<file path="config.mk">
export PLATFORM = sky130hd
export DESIGN_NAME = adcz_slot_ctrl
export DESIGN_NICKNAME = d
export VERILOG_FILES = /design/src/adcz_pkg.sv /design/src/adcz_slot_ctrl.sv /design/src/adcz_cross_det.sv
export VERILOG_INCLUDE_DIRS = /design/src
export SDC_FILE = /design/constraint.sdc
export NUM_CORES = 1
export LEC_CHECK = 0
export ABC_CLOCK_PERIOD_IN_PS = 2840
export BUFFER_PORTS_ARGS = -buffer_cell sky130_fd_sc_hd__buf_2
export CELL_PAD_IN_SITES_DETAIL_PLACEMENT = 0
export CELL_PAD_IN_SITES_GLOBAL_PLACEMENT = 1
export CORE_UTILIZATION = 35
export CTS_BUF_LIST = sky130_fd_sc_hd__clkbuf_2 sky130_fd_sc_hd__clkbuf_4 sky130_fd_sc_hd__clkbuf_8
export DETAILED_ROUTE_END_ITERATION = 16
export MAX_ROUTING_LAYER = met4
export PLACE_DENSITY_LB_ADDON = 0.1
export SLEW_MARGIN = 20
export SYNTH_ARGS = -nofsm -noshare
export SYNTH_HDL_FRONTEND = slang
export SYNTH_SLANG_ARGS = --single-unit
</file>
<file path="constraint.sdc">
create_clock -name sys_clk -period 2.84 [get_ports sys_clk]
set_input_delay 0.71 -clock sys_clk [delete_from_list [all_inputs] [get_ports sys_clk]]
set_output_delay 0.71 -clock sys_clk [all_outputs]
set_load 0.02 [all_outputs]
</file>
<file path="src/adcz_map.svh">
// Register indices, reset values, field positions and codes of the converter slot control block.
`ifndef ADCZ_MAP_SVH
`define ADCZ_MAP_SVH
// ****************************************************************
// Register word indices; byte address is four times the index.
// ****************************************************************
`define ADCZ_IDX_ZXMODE 6'h03
`define ADCZ_IDX_INSEL 6'h04
`define ADCZ_IDX_SDIS 6'h06
`define ADCZ_IDX_XFLAG 6'h07
`define ADCZ_IDX_CTRL 6'h08
`define ADCZ_IDX_LSB 2
`define ADCZ_IDX_MSB 7
`define ADCZ_UPPER_LSB 8
// ****************************************************************
// Reset values.
// ****************************************************************
`define ADCZ_RST_ZXMODE 16'h0000
`define ADCZ_RST_INSEL 16'h3210
`define ADCZ_RST_SDIS 16'h0000
`define ADCZ_RST_CTRL 1'h0
`define ADCZ_RST_XFLAG 8'h00
// ****************************************************************
// Field layout and codes.
// ****************************************************************
`define ADCZ_REG_W 16
`define ADCZ_RES_W 16
`define ADCZ_PICK_W 4
`define ADCZ_ZC_W 2
`define ADCZ_ZC_OFF 2'h0
`define ADCZ_ZC_FALL 2'h1
`define ADCZ_ZC_RISE 2'h2
`define ADCZ_ZC_ANY 2'h3
`define ADCZ_CTRL_DIFF 0
`define ADCZ_HTRANS_ACT 1
`endif

</file>
<file path="src/adcz_pkg.sv">
// Types shared by the converter slot control block.
package adcz_pkg;
  typedef struct packed {
    logic valid;
    logic [3:0] slot;
    logic [15:0] data;
  } adcz_result_s;
  typedef struct packed {
    logic diff;
    logic [3:0] posInput;
    logic [3:0] negInput;
  } adcz_route_s;
  typedef enum logic {BUS_IDLE, BUS_WAIT} adcz_bus_e;
endpackage

</file>
<file path="src/adcz_slot_ctrl.sv">
// AHB-Lite register block with zero-crossing modes and sample input routing.
//
// Operation
// - Mode register holds eight 2-bit fields; slot 15 top, slot 8 bottom.
// - Mode 00 disables detection; 01 detects positive-to-negative changes only.
// - Mode 10 detects negative-to-positive changes; 11 detects either direction.
// - Selector register holds four nibbles; slot 3 highest, slot 0 lowest.
// - Single-ended codes 0-7 pick group A inputs, 8-15 group B.
// - Differential ignores the low bit: even input positive, next odd negative.
// - A set disable bit stops its slot and every later slot.
// - Mode register sits at word index 3, selector register at index 4.
// - Reset clears all mode fields; selectors reset to codes 0,1,2,3.
`timescale 1ns/1ns
`default_nettype none
`include "adcz_map.svh"
module adcz_slot_ctrl
  import adcz_pkg::*;
(
  input wire logic sys_clk,
  input wire logic rst_n,
  input wire logic hsel,
  input wire logic [31:0] haddr,
  input wire logic [1:0] htrans,
  input wire logic hwrite,
  input wire logic [2:0] hsize,
  input wire logic [31:0] hwdata,
  input wire logic hready,
  output logic [31:0] hrdata,
  output logic hreadyout,
  output logic hresp,
  input wire adcz_result_s result,
  output logic [15:0] zxModes,
  output adcz_route_s [3:0] slotRoute,
  output logic [15:0] slotEnable,
  output logic [7:0] crossFlags
);
  // ****************************************************************
  // Bus slave state.
  // ****************************************************************
  adcz_bus_e bus_q;
  logic wr_q;
  logic mapped_q;
  logic [5:0] idx_q;
  logic accept;
  logic wrStrobe;
  logic [15:0] selQ;
  logic [15:0] sdisQ;
  logic diffQ;
  logic [7:0] crossEvt;
  logic [31:0] readWord;

  // Only whole-word transfers are expected, so hsize is not decoded.
  assign accept = hsel && htrans[`ADCZ_HTRANS_ACT] && hready;
  assign wrStrobe = (bus_q == BUS_WAIT) && wr_q && mapped_q;

  // Every transfer takes one wait state so that read data leave a register.
  always_ff @(posedge sys_clk) begin
    if (!rst_n) begin
      bus_q <= BUS_IDLE;
      hreadyout <= 1'h1;
      wr_q <= 1'h0;
      mapped_q <= 1'h0;
      idx_q <= 6'h00;
    end else begin
      case (bus_q)
        BUS_IDLE: begin
          if (accept) begin
            bus_q <= BUS_WAIT;
            hreadyout <= 1'h0;
            wr_q <= hwrite;
            idx_q <= haddr[`ADCZ_IDX_MSB:`ADCZ_IDX_LSB];
            mapped_q <= (haddr[31:`ADCZ_UPPER_LSB] == 24'h000000);
          end
        end
        BUS_WAIT: begin
          bus_q <= BUS_IDLE;
          hreadyout <= 1'h1;
        end
        default: begin
          bus_q <= BUS_IDLE;
          hreadyout <= 1'h1;
        end
      endcase
    end
  end

  always_ff @(posedge sys_clk) begin
    if (!rst_n) begin
      hresp <= 1'h0;
    end else begin
      hresp <= 1'h0;
    end
  end

  // ****************************************************************
  // Read decode.
  // ****************************************************************
  function automatic logic [31:0] regRead(input logic [5:0] idx, input logic [15:0] zx,
                                          input logic [15:0] sel, input logic [15:0] sdis,
                                          input logic [7:0] flags, input logic diff);
    case (idx)
      `ADCZ_IDX_ZXMODE: regRead = {16'h0000, zx};
      `ADCZ_IDX_INSEL: regRead = {16'h0000, sel};
      `ADCZ_IDX_SDIS: regRead = {16'h0000, sdis};
      `ADCZ_IDX_XFLAG: regRead = {24'h000000, flags};
      `ADCZ_IDX_CTRL: regRead = {31'h00000000, diff};
      default: regRead = 32'h00000000;
    endcase
  endfunction

  assign readWord = mapped_q ? regRead(idx_q, zxModes, selQ, sdisQ, crossFlags, diffQ)
                             : 32'h00000000;

  always_ff @(posedge sys_clk) begin
    if (!rst_n) begin
      hrdata <= 32'h00000000;
    end else if (bus_q == BUS_WAIT && !wr_q) begin
      hrdata <= readWord;
    end
  end

  // ****************************************************************
  // Software-written registers.
  // ****************************************************************
  always_ff @(posedge sys_clk) begin
    if (!rst_n) begin
      zxModes <= `ADCZ_RST_ZXMODE;
    end else if (wrStrobe && idx_q == `ADCZ_IDX_ZXMODE) begin
      zxModes <= hwdata[`ADCZ_REG_W-1:0];
    end
  end

  always_ff @(posedge sys_clk) begin
    if (!rst_n) begin
      selQ <= `ADCZ_RST_INSEL;
    end else if (wrStrobe && idx_q == `ADCZ_IDX_INSEL) begin
      selQ <= hwdata[`ADCZ_REG_W-1:0];
    end
  end

  always_ff @(posedge sys_clk) begin
    if (!rst_n) begin
      sdisQ <= `ADCZ_RST_SDIS;
    end else if (wrStrobe && idx_q == `ADCZ_IDX_SDIS) begin
      sdisQ <= hwdata[`ADCZ_REG_W-1:0];
    end
  end

  always_ff @(posedge sys_clk) begin
    if (!rst_n) begin
      diffQ <= `ADCZ_RST_CTRL;
    end else if (wrStrobe && idx_q == `ADCZ_IDX_CTRL) begin
      diffQ <= hwdata[`ADCZ_CTRL_DIFF];
    end
  end

  // ****************************************************************
  // Crossing detection and sticky flags.
  // ****************************************************************
  adcz_cross_det u_cross (
    .sys_clk(sys_clk),
    .rst_n(rst_n),
    .result(result),
    .modes(zxModes),
    .crossEvt(crossEvt)
  );

  // A new crossing in the cycle of a write-one-to-clear keeps its flag set.
  always_ff @(posedge sys_clk) begin
    if (!rst_n) begin
      crossFlags <= `ADCZ_RST_XFLAG;
    end else if (wrStrobe && idx_q == `ADCZ_IDX_XFLAG) begin
      crossFlags <= (crossFlags & ~hwdata[7:0]) | crossEvt;
    end else begin
      crossFlags <= crossFlags | crossEvt;
    end
  end

  // ****************************************************************
  // Input routing for sample slots 0 to 3.
  // ****************************************************************
  function automatic adcz_route_s pickRoute(input logic [3:0] code, input logic diff);
    adcz_route_s r;
    r.diff = diff;
    if (diff) begin
      r.posInput = {code[3:1], 1'h0};
      r.negInput = {code[3:1], 1'h1};
    end else begin
      // Bit 3 picks group B, bits 2 to 0 the input within the group.
      r.posInput = code;
      r.negInput = code;
    end
    pickRoute = r;
  endfunction

  always_ff @(posedge sys_clk) begin
    if (!rst_n) begin
      slotRoute <= '0;
    end else begin
      for (int i = 0; i < 4; i++) begin
        slotRoute[i] <= pickRoute(selQ[i*`ADCZ_PICK_W +: `ADCZ_PICK_W], diffQ);
      end
    end
  end

  // ****************************************************************
  // Scan-list truncation.
  // ****************************************************************
  function automatic logic [15:0] tailEnable(input logic [15:0] dis);
    logic seen;
    seen = 1'h0;
    for (int i = 0; i < 16; i++) begin
      seen = seen | dis[i];
      tailEnable[i] = !seen;
    end
  endfunction

  always_ff @(posedge sys_clk) begin
    if (!rst_n) begin
      slotEnable <= 16'hFFFF;
    end else begin
      slotEnable <= tailEnable(sdisQ);
    end
  end

  // ****************************************************************
  // Checks.
  // ****************************************************************
  a_mode_field_map: assert property (@(posedge sys_clk) disable iff (!rst_n)
    (wrStrobe && idx_q == `ADCZ_IDX_ZXMODE)
    |=> zxModes[15:14] == $past(hwdata[15:14]) && zxModes[1:0] == $past(hwdata[1:0]))
    else $error("mode field not stored at its bit pair");
  a_route_nibbles: assert property (@(posedge sys_clk) disable iff (!rst_n)
    $stable(selQ) |=> slotRoute[3].posInput[3:1] == $past(selQ[15:13])
                   && slotRoute[2].posInput[3:1] == $past(selQ[11:9]))
    else $error("selector nibble routed to wrong slot");
  a_single_pick: assert property (@(posedge sys_clk) disable iff (!rst_n)
    (!diffQ && $stable(selQ)) |=> slotRoute[0].posInput == $past(selQ[3:0])
      && slotRoute[1].posInput == $past(selQ[7:4])
      && !slotRoute[0].diff)
    else $error("single-ended input pick mismatch");
  a_diff_pair: assert property (@(posedge sys_clk) disable iff (!rst_n)
    (diffQ && $stable(diffQ)) |=> slotRoute[1].posInput[0] == 1'h0
      && slotRoute[1].negInput == {slotRoute[1].posInput[3:1], 1'h1})
    else $error("differential pair mismatch");
  a_disable_tail: assert property (@(posedge sys_clk) disable iff (!rst_n)
    sdisQ[2] |=> slotEnable[15:2] == 14'h0000
      && slotEnable[1:0] == {~|$past(sdisQ[1:0]), ~$past(sdisQ[0])})
    else $error("later slots not stopped");
  a_read_offset: assert property (@(posedge sys_clk) disable iff (!rst_n)
    (accept && !hwrite && haddr == 32'h0000000C)
    |-> ##2 (hreadyout && hrdata == {16'h0000, zxModes}))
    else $error("mode register not read at index 3");
  a_reset_values: assert property (@(posedge sys_clk) disable iff (!rst_n)
    $rose(rst_n) |-> zxModes == 16'h0000 && selQ == 16'h3210)
    else $error("wrong reset value");
  a_flag_sticky: assert property (@(posedge sys_clk) disable iff (!rst_n)
    (crossEvt != 8'h00) |=> (crossFlags & $past(crossEvt)) == $past(crossEvt))
    else $error("crossing flag lost");
endmodule
`default_nettype wire

</file>
<file path="src/adcz_cross_det.sv">
// Sign-change detector for result slots 8 to 15.
`timescale 1ns/1ns
`default_nettype none
`include "adcz_map.svh"
module adcz_cross_det
  import adcz_pkg::*;
(
  input wire logic sys_clk,
  input wire logic rst_n,
  input wire adcz_result_s result,
  input wire logic [15:0] modes,
  output logic [7:0] crossEvt
);
  // ****************************************************************
  // Previous sign per slot.
  // ****************************************************************
  logic [7:0] prevSign_q;
  logic [7:0] prevSeen_q;
  logic upperHit;
  logic [2:0] lane;
  logic nowSign;
  logic [1:0] laneMode;

  function automatic logic signMatch(input logic [1:0] mode, input logic was,
                                     input logic now);
    case (mode)
      `ADCZ_ZC_FALL: signMatch = !was && now;
      `ADCZ_ZC_RISE: signMatch = was && !now;
      `ADCZ_ZC_ANY: signMatch = was != now;
      default: signMatch = 1'h0;
    endcase
  endfunction

  assign upperHit = result.valid && result.slot[3];
  assign lane = result.slot[2:0];
  assign nowSign = result.data[`ADCZ_RES_W-1];
  assign laneMode = modes[lane*`ADCZ_ZC_W +: `ADCZ_ZC_W];

  // The first result after reset has no predecessor, so it only seeds the sign.
  always_ff @(posedge sys_clk) begin
    if (!rst_n) begin
      prevSign_q <= 8'h00;
      prevSeen_q <= 8'h00;
    end else if (upperHit) begin
      prevSign_q[lane] <= nowSign;
      prevSeen_q[lane] <= 1'h1;
    end
  end

  always_ff @(posedge sys_clk) begin
    if (!rst_n) begin
      crossEvt <= 8'h00;
    end else begin
      crossEvt <= 8'h00;
      if (upperHit && prevSeen_q[lane]) begin
        crossEvt[lane] <= signMatch(laneMode, prevSign_q[lane], nowSign);
      end
    end
  end

  // ****************************************************************
  // Checks.
  // ****************************************************************
  a_off_silent: assert property (@(posedge sys_clk) disable iff (!rst_n)
    (upperHit && laneMode == `ADCZ_ZC_OFF) |=> crossEvt == 8'h00)
    else $error("crossing flagged on a disabled slot");
  a_fall_detect: assert property (@(posedge sys_clk) disable iff (!rst_n)
    (upperHit && prevSeen_q[lane] && laneMode == `ADCZ_ZC_FALL && !prevSign_q[lane])
    |=> crossEvt[$past(lane)] == $past(nowSign))
    else $error("falling crossing mismatch");
  a_rise_detect: assert property (@(posedge sys_clk) disable iff (!rst_n)
    (upperHit && prevSeen_q[lane] && laneMode == `ADCZ_ZC_RISE && prevSign_q[lane])
    |=> crossEvt[$past(lane)] == !$past(nowSign))
    else $error("rising crossing mismatch");
  a_any_detect: assert property (@(posedge sys_clk) disable iff (!rst_n)
    (upperHit && prevSeen_q[lane] && laneMode == `ADCZ_ZC_ANY)
    |=> crossEvt[$past(lane)] == ($past(nowSign) != $past(prevSign_q[lane])))
    else $error("any-direction crossing mismatch");
endmodule
`default_nettype wire

</file>
======== Yosys cells after proc, flatten, opt, wreduce, memory -nomap -nowiden ========
Index checks and enable logic that the tools add are counted.
cells by class
  $lt $le $gt $ge ......................... 2
  equality and inequality tests ........... 10
  shifts and indexed selects .............. 1
  muxes and demuxes ....................... 21
  bitwise gates (word level) .............. 23
  reductions and logical operators ........ 38
operator list
  operator            count
  $pmux 16 s5         1
  $mux 32             1
  $logic_not 24->1    1
  $or 8x8->8          3
  $logic_not 1->1     19
  $eq 6x3->1 const B  3
  $and 8x8->8         2
  $shiftx 16x5->2     1
  $logic_and 1x1->1   15
  $or 1x1->1          15
  $mux 1              11
  $bwmux 8            1
  $mux 8              1
  $not 8->8           1
  $bmux 1 s3          2
  $eq 6x2->1 const B  1
  $eq 6x4->1 const B  1
  $eq 2x2->1 const B  2
  $lt 3x4->1 const B  1
  $pmux 1 s2          2
  $reduce_and 2->1    2
  $demux 1 s3         1
  $ge 3x1->1 const B  1
  $pmux 1 s3          1
  5 further kinds     6
storage, ports and cells
  register bits ........................... 172
  input bits .............................. 95
  output and inout port bits .............. 110
  logic and storage cells ................. 123

======== Logic depth before layout (Yosys ltp) ========
  depth in word-level cells ............... 16
  mapped depth ............................ 11
  mapped depth without buffers ............ 9

======== By module ========
A second synthesis with hierarchy kept.
second synthesis, totals
  cell total of the unflattened synthesis .. 646
  area total of the unflattened synthesis .. 6182.2 um^2
by module, submodules not included
  module          instances  cells each  area an instance (um^2)  seq. area each (um^2)
  adcz_slot_ctrl  1          515         5001.0                   2402.3
  adcz_cross_det  1          131         1181.1                   480.5

======== Worst setup path before layout ========
Ideal clock, no wire load.
  path kind ............................... input -> register
  start point ............................. input result[17] in the netlist's numbering
  end point ............................... register u_cross.crossEvt[0]
  arrival time ............................ 2626 ps
  required time ........................... 2699 ps
  slack ................................... 73 ps
  cell stages on the path ................. 10
  path buffers ............................ 2
  cell sequence ........................... clkbuf_1 > clkbuf_1 > mux2_2 > nand2_1 > and3_1 > inv_1 > ha_1 > a21o_1 > a21oi_1 > nor4b_1
between the ends
  cells in the longest elaborated chain, start to end .. 8
  elaborated cells between the ends (all ways) .. 23
ends and longest elaborated chain
  what                                                                     line                  RTL
  start: declaration                                                       adcz_slot_ctrl.sv:31  input wire adcz_result_s result,
  parallel branches: the longest is 8 deep, another holds $shiftx 16x5->2  --
  end signal: indexed assignment                                           adcz_cross_det.sv:56  crossEvt[lane] <= signMatch(laneMode, prevSign_q[lane], nowSign);
  end: declaration                                                         adcz_cross_det.sv:12  output logic [7:0] crossEvt
Parallel ways; which one is timed is not known. The select of a mux whose other input is x is not followed.
A chain may end at the register's enable or synchronous reset.

======== Worst setup path after layout ========
  start point ............................. register sdisQ[0]
  end point ............................... register slotEnable[15]
between the ends
  cells in the longest elaborated chain, start to end .. 16
ends and longest elaborated chain
  what                       line                   RTL
  start: declaration         adcz_slot_ctrl.sv:47   logic [15:0] sdisQ;
  start signal: assignment   adcz_slot_ctrl.sv:143  sdisQ <= `ADCZ_RST_SDIS;
  start signal: assignment   adcz_slot_ctrl.sv:145  sdisQ <= hwdata[`ADCZ_REG_W-1:0];
  $or 1x1->1 (15 in series)  adcz_slot_ctrl.sv:213  seen = seen | dis[i];
  $logic_not 1->1            adcz_slot_ctrl.sv:214  tailEnable[i] = !seen;
  end signal: assignment     adcz_slot_ctrl.sv:222  slotEnable <= tailEnable(sdisQ);
  end: declaration           adcz_slot_ctrl.sv:34   output logic [15:0] slotEnable,
No other way between the ends.

==> results list <==
* Area share of the largest cell type after synthesis: 48.38%
- Dividing the detail-routed wire length by the instance count gives 16.37 µm.
- Capture endpoint of the worst hold path: crossFlags[7]
- Startpoint type of the worst setup path: flip-flop
- The floorplan has 47 rows.
* Number of warnings issued by yosys: 0
- Clock buffer count from CTS: 17
* Pin count of the biggest net entering global routing: 78
* Hold_ws: 0.4470 ns
- CP max-delay cell: sky130_fd_sc_hd__or4_4
- Clock slew seen by the registers of the worst setup and hold paths: 0.08 ns
- Count of pins on the block boundary: 205
- R2r startpoint: sdisQ[0]
- Synthesis produced a netlist whose cell count is 590.
- Routability-driven placement finished with a final weighted congestion of 0.8588.
- Die extent in y: 132.5 µm
- Critical path capture point type: flip-flop
* Combinational share of power: 5.4%
- Multi-input gate area in the final layout: 0.002744 mm²
- Post-synthesis instance area: 0.005958 mm²
- Relative to the synthesized area, the layout overhead comes to 20.75%.
- Measured slew at the worst slew-check pin: 0.9859 ns
- The floorplan step set the die width to 132.5 µm.
- STA puts the critical path data arrival time at 2.77 ns.
- Once detail routing completed, the nets flagged for antenna violations numbered 0.
- After clock tree synthesis, the setup repair step added 0 buffers.
- Switching share of power: 23.73%
- Of the synthesized area, sequential elements account for 48.38%.
- After clock tree synthesis, the repair step resized 0 gates.
* Detailed Routing Iterations Pass 1: 5
- The synthesized netlist devotes 0.4200% of its cell area to adder and majority cells.
* Residual overflow from global routing: 0
- The clock net in this run drives a total of 144 sinks.
- Largest family of logic cells by synthesized area: simple AND/OR/NAND/NOR gates
* Portion of total power attributed to sequential cells: 50.9%
- The number of antenna diodes in the final layout is 0.
- The filler cells instantiated in the layout total 1692.
- RSZ-0062 raised after global routing: no
- Placement-stage cell area: 0.006763 mm²
- In this run the critical register-to-register path is captured at slotEnable[15].
- Along the worst path, the maximum fanout reaches 6.
* Buffer levels on the longest clock path: 2
- The synthesized netlist devotes 11.34% of its cell area to compound gates.
* Minimum setup slack among reg-to-reg paths: 0.43 ns
- The worst path uses 84.73% of the clock period.
- Hold Path Origin: u_cross.crossEvt[7]
- Setup Skew: 0.01103 ns
- Number of buffers and inverters on the critical path: 0
- Cell-internal power: 3.054 mW
* Hold violation count in the final report: 0
* Fraction of layout instances using a drive strength above 1: 28.38%
- After detailed routing, the number of vias per cell comes to 4.651.
- Setup violations, final: 0
- Setup CP Type: reg2reg
- The floorplan step defined a die boundary enclosing 0.01755 mm².
* Largest stage delay on the critical path: 0.56 ns
* Largest area contributor in the synthesized netlist: sky130_fd_sc_hd__dfxtp_1
- PD cells: 556.5 mW/mm²
* Type of the most critical hold path: reg2reg
- Total detailed-routing wirelength: 15600 µm
- In the synthesized netlist, the cells that appear most often are sky130_fd_sc_hd__dfxtp_1, sky130_fd_sc_hd__mux2i_1, sky130_fd_sc_hd__nor2b_1.
- For this design the total switching power over the nets is 0.9502 mW.
* Data required time at the worst endpoint: 3.21 ns
- The number of different library cells used by synthesis comes to 46.
* Final layout net count: 817
- Count leader, synth: sky130_fd_sc_hd__dfxtp_1
- Detailed-route DRC error count: 0
* Area occupied by registers: 0.002883 mm²
- Flip-flop and latch count after synthesis: 144
- Mean instance size in the synthesized netlist: 10.10 µm²
- Largest vdd supply drop: 0.3365 mV
- Timing analysis after detailed placement gives a worst setup slack of 0.2515 ns.
- Worst-skew pair later-pin latency: 0.44 ns
- WHS Path Cells: 1
* Quantity of hold-fixing buffers added after cts: 0
* Synth Area in Simple Gates: 17.32%
- CTS built an H-tree with a depth of 4.
* Worst r2r path cells: 5
- Timing would allow up to 415.6 MHz.
- LEAKAGE: 2.930 nW
- Across every metal layer, demand over resource in global routing totals 19.19%.
* Relative max-transition margin: 34.27%
* Setup tns final: 0 ns
- Setup slack closes at 0.4336 ns.
- Of the total power, the clock network draws 43.7%.
- Of the total synthesized cell area, the portion taken by XOR and XNOR cells is 0%.
- Once detailed placement completed, the half-perimeter wirelength came to 11670 µm.
- The number of antenna violations at the first check in global routing was 0.
- After layout, the minimum clock period comes to 2.406 ns.
* Ordered cell list for the critical path: or4_4 -> or3_4 -> or4_4 -> or3_4 -> o31ai_4
- Starting DRT DRC Count: 237
* Share of cell area taken by muxes after synthesis: 15.90%
- Yosys attributes the largest share of cell area to sky130_fd_sc_hd__dfxtp_1, sky130_fd_sc_hd__mux2i_1, sky130_fd_sc_hd__nor2b_1.
* Root buffer cell: sky130_fd_sc_hd__clkbuf_8
- Across the run, the number of max-cap violations was 0.
* Number of global-route vias before repair: 4383
- Outcome: completed
- The max-slew violation count was 0.
- Category of cells accounting for the largest share of critical-path delay: simple AND/OR/NAND/NOR gates
- Ys flop type: sky130_fd_sc_hd__dfxtp_1
- EDFF count, synth: 0
- Synth async-reset ratio: 0%
- The core region is 0.01658 mm².
- Via count: 4432
* Post-route cell area: 0.007194 mm²
- Input/output buffers: 150
- The first global-routing pass estimated 24940 µm of wire.
- Starting density of the core: 35.93%
* Clock tree from TritonCTS: yes
[placed cells by master, fill, tap and decap left out, types with 7 or more instances in the layout]
| cell | Yosys | routed |
|---|---|---|
| sky130_fd_sc_hd__buf_2 | 4 | 150 |
| sky130_fd_sc_hd__dfxtp_1 | 144 | 144 |
| sky130_fd_sc_hd__mux2i_1 | 80 | 80 |
| sky130_fd_sc_hd__nor2b_1 | 50 | 50 |
| sky130_fd_sc_hd__nand2_1 | 46 | 46 |
| sky130_fd_sc_hd__o21ai_0 | 22 | 22 |
| sky130_fd_sc_hd__a21boi_0 | 22 | 22 |
| sky130_fd_sc_hd__and2_1 | 20 | 20 |
| sky130_fd_sc_hd__clkbuf_8 | 0 | 20 |
| sky130_fd_sc_hd__nor2_1 | 19 | 19 |
| sky130_fd_sc_hd__o21a_1 | 19 | 19 |
| sky130_fd_sc_hd__conb_1 | 1 | 17 |
| sky130_fd_sc_hd__a21oi_1 | 11 | 11 |
| sky130_fd_sc_hd__buf_4 | 32 | 9 |
| sky130_fd_sc_hd__nand3_1 | 8 | 8 |
| sky130_fd_sc_hd__o22ai_1 | 8 | 8 |
| sky130_fd_sc_hd__a22o_1 | 7 | 7 |
| sky130_fd_sc_hd__nor4b_1 | 7 | 7 |
| sky130_fd_sc_hd__nor4_1 | 7 | 7 |
[registers in the layout, indices dropped and copies added (netlist names)]
signal	cells
slotRoute	21
hrdata	16
zxModes	16
sdisQ	16
u_cross.crossEvt	8
u_cross.prevSign_q	8
crossFlags	8
bus_q	1
u_cross.prevSeen_q	8
wr_q	1
hreadyout	1
selQ	16
idx_q	6
diffQ	1
slotEnable	16
mapped_q	1
[power by group through the flow]
stage	sequential (mW)	combinational, mW	clock [mW]
global placement	2.09	0.217	0
floorplan	2.09	0.143	0
detailed placement	2.09	0.219	0
finish	2.04	0.217	1.75
global route	2.04	0.238	1.90
CTS	2.04	0.219	1.80
[cells by family after synthesis]
| kind of cell | after synthesis |
|---|---|
| adder cells (fa/ha/maj) | 2 |
| flip-flops | 144 |
| other | 1 |
| multiplexers | 89 |
| AND/OR/NAND/NOR | 184 |
| AO/OA/AOI/OAI | 99 |
| buffers and inverters | 71 |
[stage by stage]
step                      utilization, %  cells  power (mW)
after floorplan                        -    606       2.233
after global placement             40.78    921       2.302
after detailed placement           40.78    921       2.304
after CTS                          43.38    953       4.055
after global routing               43.38    953       4.174
final                              43.38    953       4.004
[routing by layer]
layer	part of all wire (%)	global-route usage [%]
met2	46	29.06
met4	0.30	5.939
met3	4.0	4.253
met1	50	25.41
met5	0	-
[how the worst max path moves through the flow]
stage | from | endpoint | cells after the start
final | sdisQ[0] | slotEnable[15] | 5
after global routing | sdisQ[0] | slotEnable[15] | 5
after CTS | sdisQ[0] | slotEnable[15] | 5
after detailed placement | result[17] | u_cross.crossEvt[6] | 12
after global placement | result[17] | u_cross.crossEvt[5] | 12
after floorplan | result[17] | u_cross.crossEvt[0] | 10
[cell type report]
type | count | area share (%)
Sequential cell | 144 | 40.07
Clock inverter | 12 | 2.174
Tap cell | 220 | 3.826
Inverter | 6 | 0.3130
Timing Repair Buffer | 160 | 11.65
Multi-Input combinational cell | 391 | 38.14
Clock buffer | 20 | 3.826
Power figures use the tool's default switching activity.
